--- src/inc/pwd_defines.svh ---
// Register offsets, field positions, reset values for the pin wake detector
`ifndef PWD_DEFINES_SVH
`define PWD_DEFINES_SVH

// ****************************************************************
// Register byte offsets
// ****************************************************************
`define PWD_OFS_STATUS_CONTROL 4'h0
`define PWD_OFS_PIN_ENABLE 4'h4
`define PWD_OFS_POLARITY 4'h8
`define PWD_OFS_PIN_LEVEL 4'hC

// ****************************************************************
// Status/control field positions
// ****************************************************************
`define PWD_BIT_MODE 0
`define PWD_BIT_IRQ_ENABLE 1
`define PWD_BIT_ACK 2
`define PWD_BIT_FLAG 3

// ****************************************************************
// Reset values and sizes
// ****************************************************************
`define PWD_RST_PINS 4'h0
`define PWD_RST_BIT 1'b0
`define PWD_PIN_COUNT 4
`define PWD_SYNC_STAGES 2
`define PWD_RESP_OKAY 2'h0
`define PWD_RESP_SLVERR 2'h2

`endif

--- src/inc/pwd_pkg.sv ---
// Types shared by the pin wake detector modules
`default_nettype none
package pwd_pkg;
    // Detection mode of the status/control register
    typedef enum logic {
        PWD_EDGE_ONLY = 1'b0,
        PWD_EDGE_LEVEL = 1'b1
    } pwd_mode_type;
    // Bus response code
    typedef logic [1:0] pwd_resp_type;
endpackage
`default_nettype wire

--- src/inc/pwd_det_if.sv ---
// Carrier between the controller and the pin detector
`default_nettype none
interface pwd_det_if #(parameter int N = 4);
    logic [N-1:0] pin_level;
    logic [N-1:0] enable;
    logic [N-1:0] polarity;
    logic [N-1:0] asserted;
    logic [N-1:0] edge_hit;
    modport ctrl (output pin_level, output enable, output polarity,
        input asserted, input edge_hit);
    modport det (input pin_level, input enable, input polarity,
        output asserted, output edge_hit);
endinterface
`default_nettype wire

--- src/verilog/pwd_sync.sv ---
// Two-stage synchroniser for the wake input pins
`default_nettype none
`include "pwd_defines.svh"
module pwd_sync #(
    parameter int W = `PWD_PIN_COUNT
) (
    input wire logic clk,
    input wire logic rst,
    input wire logic [W-1:0] async_in,
    output logic [W-1:0] sync_out
);
    logic [W-1:0] meta_q;
    logic [W-1:0] sync_q;

    // First stage feeds only the second stage
    always_ff @(posedge clk or posedge rst) begin
        if (rst) begin
            meta_q <= '0;
            sync_q <= '0;
        end else begin
            meta_q <= async_in;
            sync_q <= meta_q;
        end
    end

    assign sync_out = sync_q;
endmodule
`default_nettype wire

--- src/verilog/pwd_detect.sv ---
// Per-pin edge and level detection for the pin wake detector
`default_nettype none
module pwd_detect #(
    parameter int N = 4
) (
    input wire logic clk,
    input wire logic rst,
    input wire logic clear,
    pwd_det_if.det det
);
    logic [N-1:0] prev_active_q;
    logic [N-1:0] armed_q;
    wire [N-1:0] active;

    // Asserted level per polarity: 0 low, 1 high
    assign active = ~(det.pin_level ^ det.polarity);
    assign det.asserted = det.enable & active;
    // Inactive one cycle then active the next
    assign det.edge_hit = det.enable & armed_q & ~prev_active_q
        & active;

    // Arm only after the inactive level was seen while enabled
    always_ff @(posedge clk or posedge rst) begin
        if (rst) begin
            prev_active_q <= '0;
            armed_q <= '0;
        end else if (clear) begin
            prev_active_q <= '0;
            armed_q <= '0;
        end else begin
            prev_active_q <= active;
            armed_q <= det.enable & (armed_q | ~active);
        end
    end
endmodule
`default_nettype wire

--- src/verilog/pwd_top.sv ---
// Pin wake detector: AXI4-Lite registers, flag, interrupt, pull control
// How it works
// - falling edge is high one cycle then low the next.
// - rising edge is low one cycle then high the next.
// - edge counts only after the input was seen inactive.
// - mode bit 0 picks edge only or edge plus level.
// - polarity bit 0 means falling/low, 1 means rising/high.
// - disabled inputs never contribute to detection.
// - edge only mode sets the flag on any valid edge.
// - edge plus level mode sets flag on edge or asserted level.
// - software writes to the flag bit are ignored.
// - interrupt request while flag and irq enable bit are set.
// - writing one to acknowledge clears flag; it reads as zero.
// - in level mode acknowledge clears only if no input asserted.
// - status/control bits 7 to 4 read as zero.
// - shallow stop keeps detecting and wakes when irq enabled.
// - deep stop disables the block and returns it to reset.
// - debug mode does not halt or freeze the block.
// - enabled resistor is pull-up at polarity 0, pull-down at 1.
// - port A pins 3..0 map to enable/polarity bits 3..0.
// - pull enable turns resistor on, never on output pins.
//
// Implementation choices: the AXI4-Lite interface to the registers and the placing of the registers.
`default_nettype none
`include "pwd_defines.svh"
module pwd_top #(
    parameter int N = `PWD_PIN_COUNT
) (
    input wire logic clk,
    input wire logic rst,
    input wire logic [3:0] s_axi_awaddr,
    input wire logic s_axi_awvalid,
    output logic s_axi_awready,
    input wire logic [31:0] s_axi_wdata,
    input wire logic [3:0] s_axi_wstrb,
    input wire logic s_axi_wvalid,
    output logic s_axi_wready,
    output pwd_pkg::pwd_resp_type s_axi_bresp,
    output logic s_axi_bvalid,
    input wire logic s_axi_bready,
    input wire logic [3:0] s_axi_araddr,
    input wire logic s_axi_arvalid,
    output logic s_axi_arready,
    output logic [31:0] s_axi_rdata,
    output pwd_pkg::pwd_resp_type s_axi_rresp,
    output logic s_axi_rvalid,
    input wire logic s_axi_rready,
    input wire logic [N-1:0] wake_input_pin,
    input wire logic [N-1:0] port_a_pull_enable,
    input wire logic [N-1:0] port_a_dir_output,
    input wire logic shallow_stop_mode,
    input wire logic deep_stop_mode,
    output logic detect_irq,
    output logic wake_request,
    output logic [N-1:0] pull_up_on,
    output logic [N-1:0] pull_down_on
);
    import pwd_pkg::*;

    // ****************************************************************
    // Declarations
    // ****************************************************************
    logic [3:0] aw_addr_q;
    logic aw_held_q;
    logic [31:0] w_data_q;
    logic [3:0] w_strb_q;
    logic w_held_q;
    logic awready_q;
    logic wready_q;
    logic bvalid_q;
    pwd_resp_type bresp_q;
    logic arready_q;
    logic rvalid_q;
    pwd_resp_type rresp_q;
    logic [31:0] rdata_q;
    pwd_mode_type mode_q;
    logic irq_en_q;
    logic flag_q;
    logic flag_d;
    logic [N-1:0] enable_q;
    logic [N-1:0] polarity_q;
    logic irq_q;
    logic wake_q;
    logic [N-1:0] pull_up_q;
    logic [N-1:0] pull_down_q;
    logic [N-1:0] pins_sync;

    pwd_det_if #(.N(N)) det_bus ();

    // ****************************************************************
    // Pin input path
    // ****************************************************************

    // Pins come from outside the clock domain
    pwd_sync #(.W(N)) u_sync (
        .clk(clk),
        .rst(rst),
        .async_in(wake_input_pin),
        .sync_out(pins_sync)
    );

    // Pin n drives enable and polarity bit n
    assign det_bus.pin_level = pins_sync;
    assign det_bus.enable = enable_q;
    assign det_bus.polarity = polarity_q;

    // Deep stop holds the detector cleared
    pwd_detect #(.N(N)) u_detect (
        .clk(clk),
        .rst(rst),
        .clear(deep_stop_mode),
        .det(det_bus)
    );

    // ****************************************************************
    // Write channel decode
    // ****************************************************************

    // Address and data may arrive in either order
    wire aw_take = s_axi_awvalid && awready_q;
    wire w_take = s_axi_wvalid && wready_q;
    wire aw_have = aw_held_q || aw_take;
    wire w_have = w_held_q || w_take;
    wire [3:0] wr_addr = aw_held_q ? aw_addr_q : s_axi_awaddr;
    wire [31:0] wr_data = w_held_q ? w_data_q : s_axi_wdata;
    wire [3:0] wr_strb = w_held_q ? w_strb_q : s_axi_wstrb;
    wire wr_fire = aw_have && w_have && !bvalid_q;
    wire wr_lane0 = wr_fire && wr_strb[0];

    // Register selects for the write
    wire wr_sc_sel = (wr_addr == `PWD_OFS_STATUS_CONTROL);
    wire wr_pe_sel = (wr_addr == `PWD_OFS_PIN_ENABLE);
    wire wr_pol_sel = (wr_addr == `PWD_OFS_POLARITY);
    wire wr_lvl_sel = (wr_addr == `PWD_OFS_PIN_LEVEL);
    wire wr_mapped = wr_sc_sel || wr_pe_sel || wr_pol_sel || wr_lvl_sel;
    wire wr_sc = wr_lane0 && wr_sc_sel;
    wire wr_pe = wr_lane0 && wr_pe_sel;
    wire wr_pol = wr_lane0 && wr_pol_sel;

    // Acknowledge is a write strobe, never stored
    wire ack_req = wr_sc && wr_data[`PWD_BIT_ACK];

    // ****************************************************************
    // Write channel handshake
    // ****************************************************************

    // Address capture when it arrives before the data
    always_ff @(posedge clk or posedge rst) begin
        if (rst) begin
            aw_held_q <= 1'b0;
            aw_addr_q <= 4'h0;
        end else if (wr_fire) begin
            aw_held_q <= 1'b0;
        end else if (aw_take) begin
            aw_held_q <= 1'b1;
            aw_addr_q <= s_axi_awaddr;
        end
    end

    // Data capture when it arrives before the address
    always_ff @(posedge clk or posedge rst) begin
        if (rst) begin
            w_held_q <= 1'b0;
            w_data_q <= 32'h0;
            w_strb_q <= 4'h0;
        end else if (wr_fire) begin
            w_held_q <= 1'b0;
        end else if (w_take) begin
            w_held_q <= 1'b1;
            w_data_q <= s_axi_wdata;
            w_strb_q <= s_axi_wstrb;
        end
    end

    // Ready drops once a beat is held or a response waits
    always_ff @(posedge clk or posedge rst) begin
        if (rst) begin
            awready_q <= 1'b0;
            wready_q <= 1'b0;
        end else begin
            awready_q <= !bvalid_q && !wr_fire && !aw_have;
            wready_q <= !bvalid_q && !wr_fire && !w_have;
        end
    end

    // Write response, unmapped address answers SLVERR
    always_ff @(posedge clk or posedge rst) begin
        if (rst) begin
            bvalid_q <= 1'b0;
            bresp_q <= `PWD_RESP_OKAY;
        end else if (wr_fire) begin
            bvalid_q <= 1'b1;
            bresp_q <= wr_mapped ? `PWD_RESP_OKAY : `PWD_RESP_SLVERR;
        end else if (s_axi_bready) begin
            bvalid_q <= 1'b0;
        end
    end

    // ****************************************************************
    // Control registers
    // ****************************************************************

    // Mode and irq enable; flag and ack bits are not stored here
    always_ff @(posedge clk or posedge rst) begin
        if (rst) begin
            mode_q <= PWD_EDGE_ONLY;
            irq_en_q <= `PWD_RST_BIT;
        end else if (deep_stop_mode) begin
            mode_q <= PWD_EDGE_ONLY;
            irq_en_q <= `PWD_RST_BIT;
        end else if (wr_sc) begin
            mode_q <= pwd_mode_type'(wr_data[`PWD_BIT_MODE]);
            irq_en_q <= wr_data[`PWD_BIT_IRQ_ENABLE];
        end
    end

    // Pin enable register
    always_ff @(posedge clk or posedge rst) begin
        if (rst) begin
            enable_q <= `PWD_RST_PINS;
        end else if (deep_stop_mode) begin
            enable_q <= `PWD_RST_PINS;
        end else if (wr_pe) begin
            enable_q <= wr_data[N-1:0];
        end
    end

    // Polarity register
    always_ff @(posedge clk or posedge rst) begin
        if (rst) begin
            polarity_q <= `PWD_RST_PINS;
        end else if (deep_stop_mode) begin
            polarity_q <= `PWD_RST_PINS;
        end else if (wr_pol) begin
            polarity_q <= wr_data[N-1:0];
        end
    end

    // ****************************************************************
    // Detection flag
    // ****************************************************************

    // Level term only counts in edge plus level mode
    wire any_edge = |det_bus.edge_hit;
    wire any_level = |det_bus.asserted;
    wire level_mode = (mode_q == PWD_EDGE_LEVEL);
    wire flag_set = any_edge || (level_mode && any_level);
    // In edge plus level mode an asserted enabled input blocks the acknowledge
    wire ack_ok = !level_mode || !any_level;
    wire flag_clr = ack_req && ack_ok;

    // Set wins over clear; bus writes of the flag bit do nothing
    always_comb begin
        flag_d = flag_q;
        if (flag_clr) begin
            flag_d = 1'b0;
        end
        if (flag_set) begin
            flag_d = 1'b1;
        end
    end

    // Flag storage; it runs on regardless of debug mode
    always_ff @(posedge clk or posedge rst) begin
        if (rst) begin
            flag_q <= `PWD_RST_BIT;
        end else if (deep_stop_mode) begin
            flag_q <= `PWD_RST_BIT;
        end else begin
            flag_q <= flag_d;
        end
    end

    // ****************************************************************
    // Interrupt and wake outputs
    // ****************************************************************

    // Request follows the flag gated by irq enable
    wire irq_d = flag_d && irq_en_q && !deep_stop_mode;
    // Shallow stop turns a request into a wake
    wire wake_d = irq_d && shallow_stop_mode;

    always_ff @(posedge clk or posedge rst) begin
        if (rst) begin
            irq_q <= 1'b0;
            wake_q <= 1'b0;
        end else begin
            irq_q <= irq_d;
            wake_q <= wake_d;
        end
    end

    // ****************************************************************
    // Pull resistor control
    // ****************************************************************

    // Resistor on only for an input pin with pull enabled
    wire [N-1:0] pull_on = port_a_pull_enable & ~port_a_dir_output;
    // Polarity picks up or down
    wire [N-1:0] up_d = pull_on & ~polarity_q;
    wire [N-1:0] down_d = pull_on & polarity_q;

    always_ff @(posedge clk or posedge rst) begin
        if (rst) begin
            pull_up_q <= '0;
            pull_down_q <= '0;
        end else begin
            pull_up_q <= up_d;
            pull_down_q <= down_d;
        end
    end

    // ****************************************************************
    // Read channel
    // ****************************************************************

    // Status/control read: ack and bits 7..4 read zero
    wire [31:0] rd_sc = {24'h0, 4'h0, flag_q, 1'b0, irq_en_q,
        mode_q};
    wire [31:0] rd_pe = {{(32 - N){1'b0}}, enable_q};
    wire [31:0] rd_pol = {{(32 - N){1'b0}}, polarity_q};
    wire [31:0] rd_lvl = {{(32 - N){1'b0}}, pins_sync};

    // Read selects
    wire rd_sc_sel = (s_axi_araddr == `PWD_OFS_STATUS_CONTROL);
    wire rd_pe_sel = (s_axi_araddr == `PWD_OFS_PIN_ENABLE);
    wire rd_pol_sel = (s_axi_araddr == `PWD_OFS_POLARITY);
    wire rd_lvl_sel = (s_axi_araddr == `PWD_OFS_PIN_LEVEL);
    wire rd_mapped = rd_sc_sel || rd_pe_sel || rd_pol_sel || rd_lvl_sel;
    wire [31:0] rd_mux = rd_sc_sel ? rd_sc :
        rd_pe_sel ? rd_pe :
        rd_pol_sel ? rd_pol :
        rd_lvl_sel ? rd_lvl : 32'h0;
    wire ar_take = s_axi_arvalid && arready_q;

    // Address ready only while no read data waits
    always_ff @(posedge clk or posedge rst) begin
        if (rst) begin
            arready_q <= 1'b0;
        end else begin
            arready_q <= !rvalid_q && !ar_take;
        end
    end

    // Read data one cycle after the address is taken
    always_ff @(posedge clk or posedge rst) begin
        if (rst) begin
            rvalid_q <= 1'b0;
            rdata_q <= 32'h0;
            rresp_q <= `PWD_RESP_OKAY;
        end else if (ar_take) begin
            rvalid_q <= 1'b1;
            rdata_q <= rd_mux;
            rresp_q <= rd_mapped ? `PWD_RESP_OKAY : `PWD_RESP_SLVERR;
        end else if (s_axi_rready) begin
            rvalid_q <= 1'b0;
        end
    end

    // ****************************************************************
    // Output drive
    // ****************************************************************
    assign s_axi_awready = awready_q;
    assign s_axi_wready = wready_q;
    assign s_axi_bvalid = bvalid_q;
    assign s_axi_bresp = bresp_q;
    assign s_axi_arready = arready_q;
    assign s_axi_rvalid = rvalid_q;
    assign s_axi_rdata = rdata_q;
    assign s_axi_rresp = rresp_q;
    assign detect_irq = irq_q;
    assign wake_request = wake_q;
    assign pull_up_on = pull_up_q;
    assign pull_down_on = pull_down_q;
endmodule
`default_nettype wire

--- config.mk ---
export PLATFORM = sky130hd
export DESIGN_NAME = pwd_top
export DESIGN_NICKNAME = d
export VERILOG_FILES = /design/src/inc/pwd_pkg.sv /design/src/inc/pwd_det_if.sv /design/src/verilog/pwd_sync.sv /design/src/verilog/pwd_detect.sv /design/src/verilog/pwd_top.sv
export VERILOG_INCLUDE_DIRS = /design/src /design/src/inc
export SDC_FILE = /design/constraint.sdc
export NUM_CORES = 1
export LEC_CHECK = 0
export ABC_AREA = 1
export ABC_CLOCK_PERIOD_IN_PS = 4000
export BUFFER_PORTS_ARGS = -buffer_cell sky130_fd_sc_hd__buf_2
export CAP_MARGIN = 15
export CORE_AREA = 2 2 77 79
export DETAILED_ROUTE_END_ITERATION = 8
export DIE_AREA = 0 0 79 81
export GPL_ROUTABILITY_DRIVEN = 0
export PLACE_DENSITY = 0.89
export SETUP_SLACK_MARGIN = 0.2
export SLEW_MARGIN = 20
export SYNTH_ARGS = -nofsm -noshare
export SYNTH_HDL_FRONTEND = slang
export SYNTH_HIERARCHICAL = 1
export SYNTH_SLANG_ARGS = --single-unit
--- constraint.sdc ---
create_clock -name clk -period 4 [get_ports clk]
set_clock_uncertainty 0.05 [all_clocks]
set_input_delay 0.8 -clock clk [delete_from_list [all_inputs] [get_ports clk]]
set_output_delay 0.8 -clock clk [all_outputs]
set_load 0.005 [all_outputs]
==> metrics.csv <==
stage;metric;value;unit
status;status;completed;
setup_path;reg2reg_slack;2.40;ns
timing;fin_ws;2.270;ns
global_routing;grt_pass1_wl;8.390;mm
clock_tree;cts_setup_buffers;0;
power;power.leakage;1.825;nW
detailed_routing;ant_nets;0;
power;p_total;1.816;mW
synth;syn_area_per_cell;8.523;µm²
detailed_routing;via_count;2169;
clock_tree;cts_made_buffers;9;
floorplanning;io_pins;116;
setup_path;crit_chain;buf_2;
power;p_per_area;561.2;mW/mm²
place;dp_cells;458;
timing;tns;0;ns
floorplanning;initial_core_util;49.56;%
global_routing;grtUsageTotal;17.53;%
timing;layout_min_cycle_time;1.730;ns
timing;setup_viol;0;
synth;synthCells;330;
place;pre_cts_slack;2.053;ns
setup_path;worst_ep_arrival_time;0.88;ns
power;ir_worst_vdd;223.9;µV
setup_path;required;3.15;ns
synth;ys_warn_count;6;
place;dp.final_hpwl;4.040;mm
floorplanning;die_area;0.006399;mm²
cells_and_area;multi_input_area;972.2;µm²
clock_tree;insertion_delay;0.33;ns
setup_path;crit_buf_inv;1;
setup_path;critPathMaxFanout;4;
global_routing;grtUsageMet1;20.26;%
clock_tree;path_clk_slew;0.06;ns
synth;ys_ff_latch;59;
global_routing;grt_max_degree;25;
timing;finalHoldViolCount;0;
worst_hold_path;hp-start;u_sync/meta_q[2];
global_routing;use_met2;29.15;%
clock_tree;cts_num_sinks;59;
cells_and_area;area_delta_synth_final;15.04;%
floorplanning;die-height;81;µm
global_routing;grt_antenna_before_repair;0;
worst_hold_path;holdPathStages;0;
worst_hold_path;min_path_type;reg2reg;
cells_and_area;drive_above_1_share;21.11;%
floorplanning;row_count;28;
setup_path;r2r-end;detect_irq;
setup_path;crit_type;reg2out;
place;port-buffer-count;54;
global_routing;grt_overflow;0;
setup_path;slowest_delay;0.41;ns
timing;max_freq;578.1;MHz
synth;synth-seq-area-share;52.49;%
timing;finalCritPeriodShare;43.24;%
global_routing;grt_pass1_vias;1969;
timing;max_slew.worst_pin.slew;0.7154;ns
detailed_routing;drc;0;
cells_and_area;final_core_util;57.01;%
timing;grt_setup_unrepaired;false;
setup_path;worst_r2r_path_depth;10;
synth;synth.distinct_cells;28;
clock_tree;cts.repair.resized;0;
cells_and_area;fillerInstances;518;
setup_path;critPathTopFamily;flip-flops;
timing;slew_headroom;52.25;%
clock_tree;htree_num_levels;3;
clock_tree;cts_tree;done;
cells_and_area;final_cells;473;
cells_and_area;num_antenna_cells;0;
floorplanning;coreArea;0.005675;mm²
cells_and_area;final_nets;459;
setup_path;cp.depth;1;
detailed_routing;dr.pass1.iters;5;
timing;finalMaxSlewViolations;0;
detailed_routing;viasPerCell;4.586;
worst_hold_path;hold_end;u_sync/sync_out[2];
run;maxCapViolations;0;
global_routing;grt_use_met3;3.889;%
clock_tree;cts_root_buf;clkbuf_8;
detailed_routing;wl_per_cell;11.03;µm
global_routing;busiest_layer;met2;
setup_path;crit_slowest_cell;dfrtp_1;
setup_path;worstReg2RegStart;u_sync/sync_out[2];
cells_and_area;ff_latch_area;0.001476;mm²
detailed_routing;drt_iter0_markers;135;
floorplanning;die_w;79;µm
clock_tree;clockBufferDepth;2;
clock_tree;hold_buffers;0;
detailed_routing;wl;5.217;mm
setup_path;end_kind;primary output;
synth;netlist_area;0.002813;mm²
setup_path;cp-start-kind;flop;
==> routing by layer <==
metal	up-vias	wire [µm]
met5	-	0
met4	0	127
met3	12	411
met2	88	2571
met1	987	2107
li1	1082	-
==> metrics by stage <==
step | area [µm²] | hold WS [ns]
detailed placement | 3057 | 0.2847
global route | 3236 | 0.3147
global placement | 3057 | 0.2832
finish | 3236 | 0.3012
CTS | 3236 | 0.3051
floorplan | 2922 | 0.2812
==> where the power goes <==
group	total [mW]	internal (mW)	switching [mW]	leakage (nW)
logic	0.493	0.190	0.303	0.981
registers	0.845	0.746	0.0988	0.749
clock network	0.478	0.270	0.209	0.0953
==> worst max path at each step <==
stage	endpoint	slack (ns)	startpoint
detailed placement	det_bus.polarity[1]	2.05	deep_stop_mode
CTS	s_axi_bvalid	2.26	s_axi_bvalid
finish	s_axi_bvalid	2.27	s_axi_bvalid
global route	detect_irq	2.23	u_sync/sync_out[1]
floorplan	aw_addr_q[0]	2.15	rst
global placement	det_bus.polarity[1]	2.09	deep_stop_mode
==> cell type report <==
class	count	area share [%]
clock buffer	13	5.220
clock inverter	2	0.3094
inverter	63	7.309
multi-input combinational	206	30.05
sequential	59	45.63
tap	75	2.900
timing repair buffer	55	8.585
==> layout by cell type, fill, tap and decap left out <==
master / synthesis / routed
o21ai_1: 1 / 1
buf_4: 30 / 1
a21oi_1: 11 / 11
inv_1: 60 / 60
a21oi_4: 1 / 1
dfrtp_1: 59 / 59
clkinv_2: 0 / 2
conb_1: 1 / 30
nand3_4: 1 / 1
a211oi_1: 1 / 1
o21a_1: 2 / 2
buf_2: 0 / 54
nand2_2: 1 / 1
or2_0: 1 / 1
mux2_2: 3 / 3
o21ai_0: 19 / 19
clkbuf_8: 0 / 12
nand2_4: 2 / 2
nand3b_1: 4 / 4
clkbuf_1: 0 / 1
a21boi_0: 1 / 1
nor3_1: 9 / 9
nor2_2: 1 / 1
nor2_1: 33 / 33
nand3_1: 11 / 11
nand2_1: 66 / 66
o22ai_1: 4 / 4
nor2_4: 1 / 1
inv_2: 3 / 3
nand3_2: 2 / 2
nor3b_1: 1 / 1
==> cells by family after synthesis <==
logic type | share of synthesized area [%]
simple gates | 21.31
mux | 1.201
compound gates | 8.051
flops | 52.49
buf+inv | 16.82
other cells | 0.1333
==> cells in the mapped netlist, drive strengths merged <==
master / number / area (µm²)
dfrtp: 59 / 1476
a21oi: 12 / 71.32
or2: 1 / 6.260
conb: 1 / 3.750
mux2: 3 / 33.78
inv: 63 / 236.5
nand3b: 4 / 30.03
nand3: 14 / 92.59
o21ai: 20 / 100.1
o21a: 2 / 15.01
a21boi: 1 / 7.510
nor3: 9 / 45.04
nor2: 35 / 141.4
nor3b: 1 / 7.510
o22ai: 4 / 25.02
buf: 31 / 236.5
nand2: 69 / 276.5
a211oi: 1 / 7.510
No activity file was read; power rests on OpenSTA's default activity.
